==> src/include/mcg_pkg.sv <==
// Package for the processor clock-domain gating block.
// Assumes a single 125 MHz clock and an AXI4-Lite register slave.
package mcg_pkg;
    // ==========================================================
    // Register map (byte addresses)
    localparam logic [7:0] MCG_OFS_IDLE_SEL = 8'h00;
    localparam logic [7:0] MCG_OFS_CLK_EN = 8'h04;
    localparam logic [7:0] MCG_OFS_CTRL = 8'h08;
    localparam logic [7:0] MCG_OFS_STATUS = 8'h0C;

    // ==========================================================
    // Reset values
    localparam logic [15:0] MCG_RST_IDLE_SEL = 16'h0000;
    localparam logic [15:0] MCG_RST_CLK_EN = 16'h0100;
    localparam logic [15:0] MCG_RST_CTRL = 16'h0000;

    // ==========================================================
    // Idle-entry select fields
    localparam int MCG_B_WDT_IDLE = 0;
    localparam int MCG_B_REF_IDLE = 1;
    localparam int MCG_B_PER_IDLE = 2;
    localparam logic [15:0] MCG_IDLE_SEL_MASK = 16'h003F;

    // ==========================================================
    // Domain clock enable fields
    localparam int MCG_B_WDT_EN = 0;
    localparam int MCG_B_REF_EN = 1;
    localparam int MCG_B_PER_EN = 2;
    localparam int MCG_B_LCD_EN = 3;
    localparam int MCG_B_LB_EN = 4;
    localparam int MCG_B_HPI_EN = 6;
    localparam int MCG_B_TIM_EN = 7;
    localparam int MCG_B_DMA_REQ = 8;
    localparam int MCG_B_GPIO_EN = 9;
    localparam logic [15:0] MCG_CLK_EN_MASK = 16'h07FF;

    // ==========================================================
    // Control fields
    localparam int MCG_B_SET_IDLE = 0;
    localparam int MCG_B_IF_IDLE = 1;
    localparam int MCG_B_TIM_IDLE = 2;
    localparam logic [15:0] MCG_CTRL_MASK = 16'h0007;

    // ==========================================================
    // Gated domains, index into the run vector, then the status idle and watchdog bits
    localparam int MCG_NDOM = 9;
    localparam int MCG_D_WDT = 0;
    localparam int MCG_D_REF = 1;
    localparam int MCG_D_PER = 2;
    localparam int MCG_D_LCD = 3;
    localparam int MCG_D_LB = 4;
    localparam int MCG_D_HPI = 5;
    localparam int MCG_D_TIM = 6;
    localparam int MCG_D_DMA = 7;
    localparam int MCG_D_GPIO = 8;
    localparam int MCG_B_ST_IDLE = 9;
    localparam int MCG_B_ST_WDOG = 10;

    // ==========================================================
    // AXI responses
    localparam logic [1:0] MCG_RESP_OKAY = 2'h0;
    localparam logic [1:0] MCG_RESP_SLVERR = 2'h2;
endpackage : mcg_pkg

==> src/rtl/mcg_run_gate.sv <==
// Registered run-enable generator, one bit per gated clock domain.
// Assumes the downstream clock gate cells sample these levels.
`timescale 1ns/1ps
module mcg_run_gate
    import mcg_pkg::*;
#(
    parameter int N = MCG_NDOM
)
(
    input wire logic aclk,
    input wire logic aresetn,
    input wire logic idle,
    input wire logic [N-1:0] enable,
    input wire logic [N-1:0] idle_sel,
    input wire logic [N-1:0] keep_on,
    output logic [N-1:0] run
);
    logic [N-1:0] next_run;

    // ==========================================================
    // Run when enabled and not stopped by idle entry
    always_comb
    begin
        next_run = keep_on | (enable & ~({N{idle}} & idle_sel));
    end

    // Levels change only at clock edges, so gate cells see no glitch
    always_ff @(posedge aclk)
    begin
        if (!aresetn)
        begin
            run <= '0;
        end
        else
        begin
            run <= next_run;
        end
    end
endmodule : mcg_run_gate

==> src/rtl/mcg_top.sv <==
// Clock-domain gating for the processor peripheral clock domains.
// Assumes AXI4-Lite register access, one clock, processor idle inputs
// and a watchdog-mode level from the timer on the same clock.
//
// Contract
// - Idle-select bit 2: peripheral clock stops on processor idle when 1.
// - Idle-select bit 1: OS timer and reference clock stop on idle when 1.
// - Idle-select bit 0: timer/watchdog clock stops on idle when 1.
// - Watchdog mode keeps watchdog clock running regardless of its bits.
// - Enable bits gate their domains whether processor is idle or not.
// - Enable bit 9 runs the GPIO clock, reset 0.
// - Bit 8 reset 1: DMA clock on request; else idle-stopped by interface select.
// - Enable bit 7 runs timer clock, subject to timer idle select.
// - Enable bit 6 runs the host port interface clock.
// - Enable bits 15 to 11 read undefined, writes ignored.
// - Enable bit 4 runs the local bus clock.
// - Enable bit 3 runs the display controller clock.
// - Enable bit 2 runs peripheral clock, subject to idle stop.
// - Enable bit 1 runs OS timer and reference clocks, subject to idle select.
// - Processor idle is the set-idle bit or wait-for-interrupt.
// - Enable bit 0 runs watchdog clock, subject to watchdog idle select.
//
// Decided for this implementation: the address map and register access over AXI4-Lite.
`timescale 1ns/1ps
module mcg_top
    import mcg_pkg::*;
(
    input wire logic aclk,
    input wire logic aresetn,
    input wire logic [7:0] s_axi_awaddr,
    input wire logic s_axi_awvalid,
    output logic s_axi_awready,
    input wire logic [31:0] s_axi_wdata,
    input wire logic [3:0] s_axi_wstrb,
    input wire logic s_axi_wvalid,
    output logic s_axi_wready,
    output logic [1:0] s_axi_bresp,
    output logic s_axi_bvalid,
    input wire logic s_axi_bready,
    input wire logic [7:0] s_axi_araddr,
    input wire logic s_axi_arvalid,
    output logic s_axi_arready,
    output logic [31:0] s_axi_rdata,
    output logic [1:0] s_axi_rresp,
    output logic s_axi_rvalid,
    input wire logic s_axi_rready,
    input wire logic wfi_active,
    input wire logic irq_request,
    input wire logic watchdog_mode,
    input wire logic dma_request,
    output logic proc_idle,
    output logic watchdog_clk_run,
    output logic refclk_run,
    output logic periph_clk_run,
    output logic display_ctrl_clk_run,
    output logic local_bus_clk_run,
    output logic host_port_clk_run,
    output logic timer_clk_run,
    output logic dma_clk_run,
    output logic gpio_clk_run
);
    // ==========================================================
    // Helper functions
    function automatic logic is_mapped(input logic [7:0] addr);
        is_mapped = (addr == MCG_OFS_IDLE_SEL) || (addr == MCG_OFS_CLK_EN) ||
                    (addr == MCG_OFS_CTRL) || (addr == MCG_OFS_STATUS);
    endfunction : is_mapped

    function automatic logic [15:0] merge16(
        input logic [15:0] old_val,
        input logic [31:0] wdata,
        input logic [3:0] strb,
        input logic [15:0] mask
    );
        logic [15:0] val;
        val = old_val;
        if (strb[0])
        begin
            val[7:0] = wdata[7:0];
        end
        if (strb[1])
        begin
            val[15:8] = wdata[15:8];
        end
        merge16 = (val & mask) | (old_val & ~mask);
    endfunction : merge16

    // ==========================================================
    // Bus state
    logic aw_held;
    logic [7:0] aw_addr;
    logic w_held;
    logic [31:0] w_data;
    logic [3:0] w_strb;
    logic next_aw_held;
    logic [7:0] next_aw_addr;
    logic next_w_held;
    logic [31:0] next_w_data;
    logic [3:0] next_w_strb;
    logic next_awready;
    logic next_wready;
    logic next_bvalid;
    logic [1:0] next_bresp;
    logic next_arready;
    logic next_rvalid;
    logic [31:0] next_rdata;
    logic [1:0] next_rresp;
    logic do_write;

    // ==========================================================
    // Register state
    logic [15:0] idle_sel_reg;
    logic [15:0] clk_en_reg;
    logic [15:0] ctrl_reg;
    logic [15:0] next_idle_sel_reg;
    logic [15:0] next_clk_en_reg;
    logic [15:0] next_ctrl_reg;
    logic next_proc_idle;
    logic [MCG_NDOM-1:0] run;
    logic [MCG_NDOM-1:0] dom_en;
    logic [MCG_NDOM-1:0] dom_idle_sel;
    logic [MCG_NDOM-1:0] dom_keep;

    // ==========================================================
    // Read mux
    function automatic logic [31:0] read_word(
        input logic [7:0] addr,
        input logic [15:0] sel_r,
        input logic [15:0] en_r,
        input logic [15:0] ctl_r,
        input logic [MCG_NDOM-1:0] run_r,
        input logic idle_r,
        input logic wdog_r
    );
        logic [31:0] word;
        word = 32'h0000_0000;
        unique case (addr)
            MCG_OFS_IDLE_SEL: word[15:0] = sel_r & MCG_IDLE_SEL_MASK;
            MCG_OFS_CLK_EN: word[15:0] = en_r & MCG_CLK_EN_MASK;
            MCG_OFS_CTRL: word[15:0] = ctl_r & MCG_CTRL_MASK;
            MCG_OFS_STATUS:
            begin
                word[MCG_NDOM-1:0] = run_r;
                word[MCG_B_ST_IDLE] = idle_r;
                word[MCG_B_ST_WDOG] = wdog_r;
            end
            default: word = 32'h0000_0000;
        endcase
        read_word = word;
    endfunction : read_word

    // ==========================================================
    // AXI4-Lite write and read channels
    always_comb
    begin
        next_aw_held = aw_held;
        next_aw_addr = aw_addr;
        next_w_held = w_held;
        next_w_data = w_data;
        next_w_strb = w_strb;
        next_bvalid = s_axi_bvalid;
        next_bresp = s_axi_bresp;
        next_arready = s_axi_arready;
        next_rvalid = s_axi_rvalid;
        next_rdata = s_axi_rdata;
        next_rresp = s_axi_rresp;
        do_write = aw_held && w_held && !s_axi_bvalid;
        if (s_axi_bvalid && s_axi_bready)
        begin
            next_bvalid = 1'b0;
        end
        if (do_write)
        begin
            next_aw_held = 1'b0;
            next_w_held = 1'b0;
            next_bvalid = 1'b1;
            next_bresp = is_mapped(aw_addr) ? MCG_RESP_OKAY : MCG_RESP_SLVERR;
        end
        if (s_axi_awvalid && s_axi_awready)
        begin
            next_aw_held = 1'b1;
            next_aw_addr = s_axi_awaddr;
        end
        if (s_axi_wvalid && s_axi_wready)
        begin
            next_w_held = 1'b1;
            next_w_data = s_axi_wdata;
            next_w_strb = s_axi_wstrb;
        end
        next_awready = !next_aw_held;
        next_wready = !next_w_held;
        if (s_axi_rvalid && s_axi_rready)
        begin
            next_rvalid = 1'b0;
            next_arready = 1'b1;
        end
        if (s_axi_arvalid && s_axi_arready)
        begin
            next_arready = 1'b0;
            next_rvalid = 1'b1;
            next_rdata = read_word(s_axi_araddr, idle_sel_reg, clk_en_reg, ctrl_reg,
                                   run, proc_idle, watchdog_mode);
            next_rresp = is_mapped(s_axi_araddr) ? MCG_RESP_OKAY : MCG_RESP_SLVERR;
        end
    end

    always_ff @(posedge aclk)
    begin
        if (!aresetn)
        begin
            aw_held <= 1'b0;
            aw_addr <= 8'h00;
            w_held <= 1'b0;
            w_data <= 32'h0000_0000;
            w_strb <= 4'h0;
            s_axi_awready <= 1'b1;
            s_axi_wready <= 1'b1;
            s_axi_bvalid <= 1'b0;
            s_axi_bresp <= MCG_RESP_OKAY;
            s_axi_arready <= 1'b1;
            s_axi_rvalid <= 1'b0;
            s_axi_rdata <= 32'h0000_0000;
            s_axi_rresp <= MCG_RESP_OKAY;
        end
        else
        begin
            aw_held <= next_aw_held;
            aw_addr <= next_aw_addr;
            w_held <= next_w_held;
            w_data <= next_w_data;
            w_strb <= next_w_strb;
            s_axi_awready <= next_awready;
            s_axi_wready <= next_wready;
            s_axi_bvalid <= next_bvalid;
            s_axi_bresp <= next_bresp;
            s_axi_arready <= next_arready;
            s_axi_rvalid <= next_rvalid;
            s_axi_rdata <= next_rdata;
            s_axi_rresp <= next_rresp;
        end
    end

    // ==========================================================
    // Software registers and processor idle
    always_comb
    begin
        next_idle_sel_reg = idle_sel_reg;
        next_clk_en_reg = clk_en_reg;
        next_ctrl_reg = ctrl_reg;
        // Interrupt wakes the processor by clearing set-idle
        if (irq_request)
        begin
            next_ctrl_reg[MCG_B_SET_IDLE] = 1'b0;
        end
        if (do_write)
        begin
            unique case (aw_addr)
                MCG_OFS_IDLE_SEL:
                    next_idle_sel_reg = merge16(idle_sel_reg, w_data, w_strb,
                                                MCG_IDLE_SEL_MASK);
                MCG_OFS_CLK_EN:
                    next_clk_en_reg = merge16(clk_en_reg, w_data, w_strb,
                                              MCG_CLK_EN_MASK);
                MCG_OFS_CTRL:
                    next_ctrl_reg = merge16(next_ctrl_reg, w_data, w_strb, MCG_CTRL_MASK);
                default:
                    next_ctrl_reg = next_ctrl_reg;
            endcase
        end
        next_proc_idle = next_ctrl_reg[MCG_B_SET_IDLE] | wfi_active;
    end

    always_ff @(posedge aclk)
    begin
        if (!aresetn)
        begin
            idle_sel_reg <= MCG_RST_IDLE_SEL;
            clk_en_reg <= MCG_RST_CLK_EN;
            ctrl_reg <= MCG_RST_CTRL;
            proc_idle <= 1'b0;
        end
        else
        begin
            idle_sel_reg <= next_idle_sel_reg;
            clk_en_reg <= next_clk_en_reg;
            ctrl_reg <= next_ctrl_reg;
            proc_idle <= next_proc_idle;
        end
    end

    // ==========================================================
    // Per-domain enable, idle select and override
    always_comb
    begin
        dom_en = '0;
        dom_idle_sel = '0;
        dom_keep = '0;
        dom_en[MCG_D_WDT] = clk_en_reg[MCG_B_WDT_EN];
        dom_idle_sel[MCG_D_WDT] = idle_sel_reg[MCG_B_WDT_IDLE];
        dom_keep[MCG_D_WDT] = watchdog_mode;
        dom_en[MCG_D_REF] = clk_en_reg[MCG_B_REF_EN];
        dom_idle_sel[MCG_D_REF] = idle_sel_reg[MCG_B_REF_IDLE];
        dom_en[MCG_D_PER] = clk_en_reg[MCG_B_PER_EN];
        // Either select stops the peripheral clock at idle
        dom_idle_sel[MCG_D_PER] = idle_sel_reg[MCG_B_PER_IDLE]
                                  | ctrl_reg[MCG_B_TIM_IDLE];
        dom_en[MCG_D_LCD] = clk_en_reg[MCG_B_LCD_EN];
        dom_en[MCG_D_LB] = clk_en_reg[MCG_B_LB_EN];
        dom_en[MCG_D_HPI] = clk_en_reg[MCG_B_HPI_EN];
        dom_en[MCG_D_TIM] = clk_en_reg[MCG_B_TIM_EN];
        dom_idle_sel[MCG_D_TIM] = ctrl_reg[MCG_B_TIM_IDLE];
        dom_en[MCG_D_GPIO] = clk_en_reg[MCG_B_GPIO_EN];
        if (clk_en_reg[MCG_B_DMA_REQ])
        begin
            dom_en[MCG_D_DMA] = dma_request;
        end
        else
        begin
            dom_en[MCG_D_DMA] = 1'b1;
            dom_idle_sel[MCG_D_DMA] = ctrl_reg[MCG_B_IF_IDLE];
        end
    end

    mcg_run_gate #(
        .N(MCG_NDOM)
    ) u_run_gate (
        .aclk(aclk),
        .aresetn(aresetn),
        .idle(proc_idle),
        .enable(dom_en),
        .idle_sel(dom_idle_sel),
        .keep_on(dom_keep),
        .run(run)
    );

    // ==========================================================
    // Domain run outputs, each a flip-flop in the gate module
    assign watchdog_clk_run = run[MCG_D_WDT];
    assign refclk_run = run[MCG_D_REF];
    assign periph_clk_run = run[MCG_D_PER];
    assign display_ctrl_clk_run = run[MCG_D_LCD];
    assign local_bus_clk_run = run[MCG_D_LB];
    assign host_port_clk_run = run[MCG_D_HPI];
    assign timer_clk_run = run[MCG_D_TIM];
    assign dma_clk_run = run[MCG_D_DMA];
    assign gpio_clk_run = run[MCG_D_GPIO];
endmodule : mcg_top

==> config.mk <==
export PLATFORM = sky130hd
export DESIGN_NAME = mcg_top
export DESIGN_NICKNAME = d
export VERILOG_FILES = /design/src/include/mcg_pkg.sv /design/src/rtl/mcg_run_gate.sv /design/src/rtl/mcg_top.sv
export SDC_FILE = /design/constraint.sdc
export NUM_CORES = 1
export LEC_CHECK = 0
export CAP_MARGIN = 20
export CORE_ASPECT_RATIO = 0.5
export CORE_MARGIN = 4
export CORE_UTILIZATION = 43
export CTS_CLUSTER_DIAMETER = 80
export DETAILED_ROUTE_END_ITERATION = 7
export DONT_BUFFER_PORTS = 1
export GPL_TIMING_DRIVEN = 0
export PLACE_DENSITY = 0.67
export SYNTH_ARGS = -nofsm -noshare
export SYNTH_HDL_FRONTEND = slang
export SYNTH_SLANG_ARGS = --single-unit
==> constraint.sdc <==
create_clock -name aclk -period 2.1 [get_ports aclk]
set_clock_uncertainty 0.15 [all_clocks]
set_input_delay 0.315 -clock aclk [delete_from_list [all_inputs] [get_ports aclk]]
set_output_delay 0.315 -clock aclk [all_outputs]
set_load 0.01 [all_outputs]
==> results of run 1 <==
-- timing repair --
item | 4_1_cts | 5_1_grt
endpoints found under the setup margin | 0 | 6
endpoints found under the hold margin | 18 | 0
hold buffers | 18 | 0
setup buffers | 0 | 1
-- layer usage --
metal  global-route usage [%]  vias up  wire length (µm)
li1                         -     1132                 -
met1                     20.8     1019              3150
met2                     27.5       77              3020
met3                     8.49       12               665
met4                     6.82        0               119
met5                        0        -                 0
-- how the worst max path moves through the flow --
stage | cells past startpoint | start | endpoint | slack [ns]
global placement | 5 | s_axi_bvalid | register | 0.13
global route | 5 | s_axi_bvalid | register | 0.003
floorplan | 5 | s_axi_bvalid | proc_idle | 0.37
finish | 5 | s_axi_bvalid | register | 0.14
CTS | 5 | s_axi_bvalid | register | 0.03
detailed placement | 5 | s_axi_bvalid | register | 0.06
-- where the power goes --
| part | switching, mW | total, mW | internal (mW) |
|---|---|---|---|
| combinational | 0.125 | 0.237 | 0.111 |
| sequential | 0.0416 | 1.43 | 1.39 |
| clock | 0.534 | 1.57 | 1.04 |
-- metrics by stage --
stage	hold WS, ns	cells	util (%)
final	0.00680	463	54.9
after global routing	0.0252	463	54.9
after CTS	0.00376	462	54.8
after detailed placement	0.294	428	47.6
after global placement	0.283	428	47.6
after floorplan	0.270	336	-
-- cell usage in the layout, fill, tap and decap left out, types with 14 or more instances in the layout --
cell / synthesis / routed
a21boi_0: 22 / 22
and2_1: 14 / 14
buf_4: 23 / 24
clkbuf_1: 16 / 19
conb_1: 1 / 23
dfxtp_1: 71 / 71
dlygate4sd3_1: 0 / 18
mux2i_1: 27 / 27
nand2_1: 48 / 48
nor2b_1: 27 / 27
-- synth_stat cells (all sizes together), types with 5 or more instances --
| master | number |
|---|---|
| o21ai | 8 |
| nand3 | 13 |
| dfxtp | 71 |
| a21boi | 22 |
| clkbuf | 16 |
| o31ai | 5 |
| mux2i | 27 |
| and2 | 14 |
| a22oi | 6 |
| nor2b | 27 |
| nand2 | 48 |
| buf | 23 |
-- worst reg2reg max path, stage by stage, from the launching register on --
cell and delay, ns:
dfxtp_1 0.36, and3b_1 0.23, clkbuf_1 0.33, nand4_2 0.45, mux2i_1 0.29, nor2b_1 0.06
-- cell families after synthesis --
family | count (synthesis) | share of synthesized area [%]
multiplexers | 31 | 11.6
AND/OR/NAND/NOR | 120 | 21.5
flip-flops | 71 | 47.3
AO/OA/AOI/OAI | 49 | 11.3
other | 1 | 0.125
buffers and inverters | 42 | 8.12
-- final cells by class --
type,instances,share of cell area (%)
plain buffers,39,6.30
inverters,3,0.305
clock buffers,12,6.40
repair buffers,19,5.08
multi-input cells,223,38.5
clock inverters,4,1.90
well taps,92,3.11
flip-flops and latches,71,38.5
==> flow_summary.ini, run 1 <==
[run_status]
outcome = completed

[routing]
final_antenna_net_count = 0
routed_wl_mm = 6.95
routed_via_density = 4.84
route.detailed.drc = 0
firstDrtPassIters = 4
route.vias.total = 2240
drt_iter0_markers = 125
wl_per_cell_um = 15.0

[yosys]
yosys-top-cells-area = dfxtp_1 (47%), mux2i_1 (9.0%), nand2_1 (6.0%)
syn_area_per_cell_um2 = 9.57
async_flop_share_pct = 0
synth_area_mm2 = 0.00300
seq_area_frac_synth_pct = 47.3
synth_cells = 314
ys_warn_count = 0
ys_types = 29
synth_edf_count = 0
ys_ff_latch = 71
synth_flop_cell = dfxtp_1
synth_top_area_cell = dfxtp_1
yosysTopAreaCellShare_pct = 47.3

[timing]
setup_viol = 0
tightest_slew_ns = 0.622
fin_crit_sh_pct = 93.5
hold_violations = 0
layout_setup_ws_ns = 0.137
slew_viol_final = 0
rsz0062_at_grt = false
maxSlewHeadroom_pct = 58.6
period_needed_ns = 1.96
fmax_mhz = 509
tns_ns = 0

[layout]
drive_gt1_share_pct = 11.6
finalNetCount = 429
fill_cells = 603
seq_area_mm2 = 0.00142
multi_input_area_mm2 = 0.00142
n_antenna_cell = 0
final_area_mm2 = 0.00370
area_growth_pct = 23.0

[setup_path]
arrival_ns = 2.04
crit_path_max_fanout = 8
cp.required_ns = 2.17
reg2regPathDepth = 5
crit_slowest_cell = nand4_2
critPathTopFamily = simple AND/OR/NAND/NOR gates
worstSetupPathType = reg -> reg
critPathBufInv = 1
startpoint_type = register
cp_cell_sequence = and3b_1, clkbuf_1, nand4_2, mux2i_1, nor2b_1
crit_path_end_kind = register
max_stage_delay_ns = 0.45
r2r_start = s_axi_bvalid
r2r_slack_ns = 0.14

[die]
coreArea_mm2 = 0.00673
rows = 21
die_area_mm2 = 0.00847
pin_count = 114
start_util_pct = 44.7
die_w_um = 126
die_height_um = 67.1

[cts]
cts_tree = done
clk_pin_slew_ns = 0.05
cts_resized = 0
cts_root_buffer = clkbuf_16
clkLatencyLatePin_ns = 0.33
numCtsBuffers = 9
clockBufferDepth = 2
numClockSinks = 71
htreeDepth = 3

[grt]
grt_pass1_vias = 2183
grt_first_pass_wirelength_mm = 11.1
grt_usage_pct = 17.4
antenna_found_initial = 0
grt_overflow = 0
grt_start_max_net_pins = 12

[placed_design]
dpl.hpwl_mm = 5.13
place_ws_ns = 0.0634
place_area_mm2 = 0.00320
gp_congestion = 0.761
io_buffers = 0

[job]
drv_cap = 0

[worst_hold_path]
hold-path-endpoint = aw_addr[7]
worstHoldPathType = in -> reg
min_from = s_axi_awaddr[7]
hold_depth = 2

[power_and_ir_drop]
finalPower_mw = 3.24
power_density_mw_per_mm2 = 876
ir_worst_vdd_uv = 382
power.leakage_nw = 1.65
(Power assumes the default switching activity.)
==> run 2: changes to the inputs <==
==> constraint.sdc (replaced) <==
create_clock -name aclk -period 1.99 [get_ports aclk]
set_clock_uncertainty 0.15 [all_clocks]
set_input_delay 0.2985 -clock aclk [delete_from_list [all_inputs] [get_ports aclk]]
set_output_delay 0.2985 -clock aclk [all_outputs]
set_load 0.01 [all_outputs]
==> flow_summary.ini, run 2 (same netlist as run 1, synthesis figures left out) <==
[routing]
route.vias.total = 2258
routed_wl_mm = 6.98
final_antenna_net_count = 0
drt_iter0_markers = 120
routed_via_density = 4.85
route.detailed.drc = 0
firstDrtPassIters = 4
wl_per_cell_um = 15.0

[timing]
hold_violations = 0
setup_viol = 0
fmax_mhz = 542
slew_viol_final = 0
worst_hold_slack_ns = 0.0132
fin_crit_sh_pct = 92.7
maxSlewHeadroom_pct = 57.0
period_needed_ns = 1.84
rsz0062_at_grt = false
tightest_slew_ns = 0.645

[setup_path]
crit_path_end_kind = register
cp.required_ns = 2.07
worstSetupPathType = reg -> reg
startpoint_type = register
arrival_ns = 1.92
crit_path_max_fanout = 5

[cts]
clkLatencyLatePin_ns = 0.33
cts_root_buffer = clkbuf_16
numCtsBuffers = 9
clockBufferDepth = 2
cts_tree = done
numClockSinks = 71
clk_pin_slew_ns = 0.05
htreeDepth = 3

[layout]
drive_gt1_share_pct = 11.5
seq_area_mm2 = 0.00142
final_common_cell = dfxtp_1
area_growth_pct = 24.5
finalNetCount = 432
n_antenna_cell = 0
final_area_mm2 = 0.00374
final_cell_mix = dfxtp_1 (71), nand2_1 (48), mux2i_1 (27), nor2b_1 (27), buf_4 (24)
multi_input_area_mm2 = 0.00143
fill_cells = 603

[power_and_ir_drop]
p_int_mw = 2.68
ir_worst_vdd_uv = 402
p_sw_uw = 745
power.leakage_nw = 1.64
clkPwrFrac_pct = 48.4
swShare_pct = 21.7
power_frac_seq_pct = 44.1
power_density_mw_per_mm2 = 916
pwr-share-comb_pct = 7.5

[grt]
grt_usage_pct = 17.6
antenna_found_initial = 0
grt_first_pass_wirelength_mm = 11.2
grt_pass1_vias = 2199
grt_start_max_net_pins = 12
grt_overflow = 0

[die]
die_height_um = 67.1
coreArea_mm2 = 0.00673
rows = 21
die_w_um = 126
pin_count = 114
start_util_pct = 44.7
die_area_mm2 = 0.00847

[run_status]
outcome = completed

[job]
drv_cap = 0

[placed_design]
gp_congestion = 0.761
dpl.hpwl_mm = 5.13
io_buffers = 0
place_area_mm2 = 0.00320

[worst_hold_path]
worstHoldPathType = in -> reg
## run 2: power by group through the flow
stage	registers, mW	clock network (mW)	logic [mW]
6_report	1.51	1.66	0.258
2_1_floorplan	1.53	0	0.181
3_3_place_gp	1.54	0	0.213
4_1_cts	1.51	1.69	0.255
3_5_place_dp	1.54	0	0.219
5_1_grt	1.52	1.75	0.288
## run 2: metal layers
metal  part of all wire [%]  up-vias  wire length (µm)  GRT usage, %
li1                       -     1137                 -             -
met1                     44     1024              3060          20.8
met2                     44       85              3100          28.0
met3                     10       12               702          8.57
met4                    1.7        0               121          6.82
met5                      0        -                 0             0
## run 2: area by class of cell
type / instances / area share [%]
plain buffers: 38 / 6.12
well taps: 92 / 3.08
repair buffers: 23 / 6.09
inverters: 3 / 0.301
multi-input cells: 223 / 38.2
flip-flops and latches: 71 / 38.0
clock buffers: 12 / 6.32
clock inverters: 4 / 1.87
## run 2: final timing paths
check	start	endpoint	slack, ns	depth (start not counted)
max	aw_addr[0]	proc_idle	0.15	4
max reg2reg	aw_addr[0]	proc_idle	0.15	4
min reg2reg	register	u_run_gate.run[6]	0.30	2
min	s_axi_awaddr[3]	aw_addr[3]	0.01	2
## run 2: metrics by stage
| stage | util [%] | setup WS (ns) | std cells | power [mW] | TNS, ns |
|---|---|---|---|---|---|
| final | 55.6 | 0.146 | 466 | 3.43 | 0 |
| after detailed placement | 47.6 | -0.0466 | 428 | 1.76 | -0.231 |
| after CTS | 55.5 | 0.0416 | 467 | 3.45 | 0 |
| after global placement | 47.6 | 0.0183 | 428 | 1.75 | 0 |
| after global routing | 55.6 | 0.0542 | 466 | 3.56 | 0 |
| after floorplan | - | 0.262 | 336 | 1.71 | 0 |
## run 2: critical path, cell delays in order (launching register included)
cell and delay (ns):
dfxtp_1 0.33, nor4_4 0.47, nand4_2 0.25, mux2_1 0.38, o21a_1 0.17
## run 2: timing repair
action / in CTS / in global routing
endpoints found under the setup margin: 6 / 10
hold buffers: 22 / 0
setup buffers: 1 / 0
pin swaps: 1 / 0
hold endpoints to repair: 22 / 0
gates resized for setup: 0 / 1
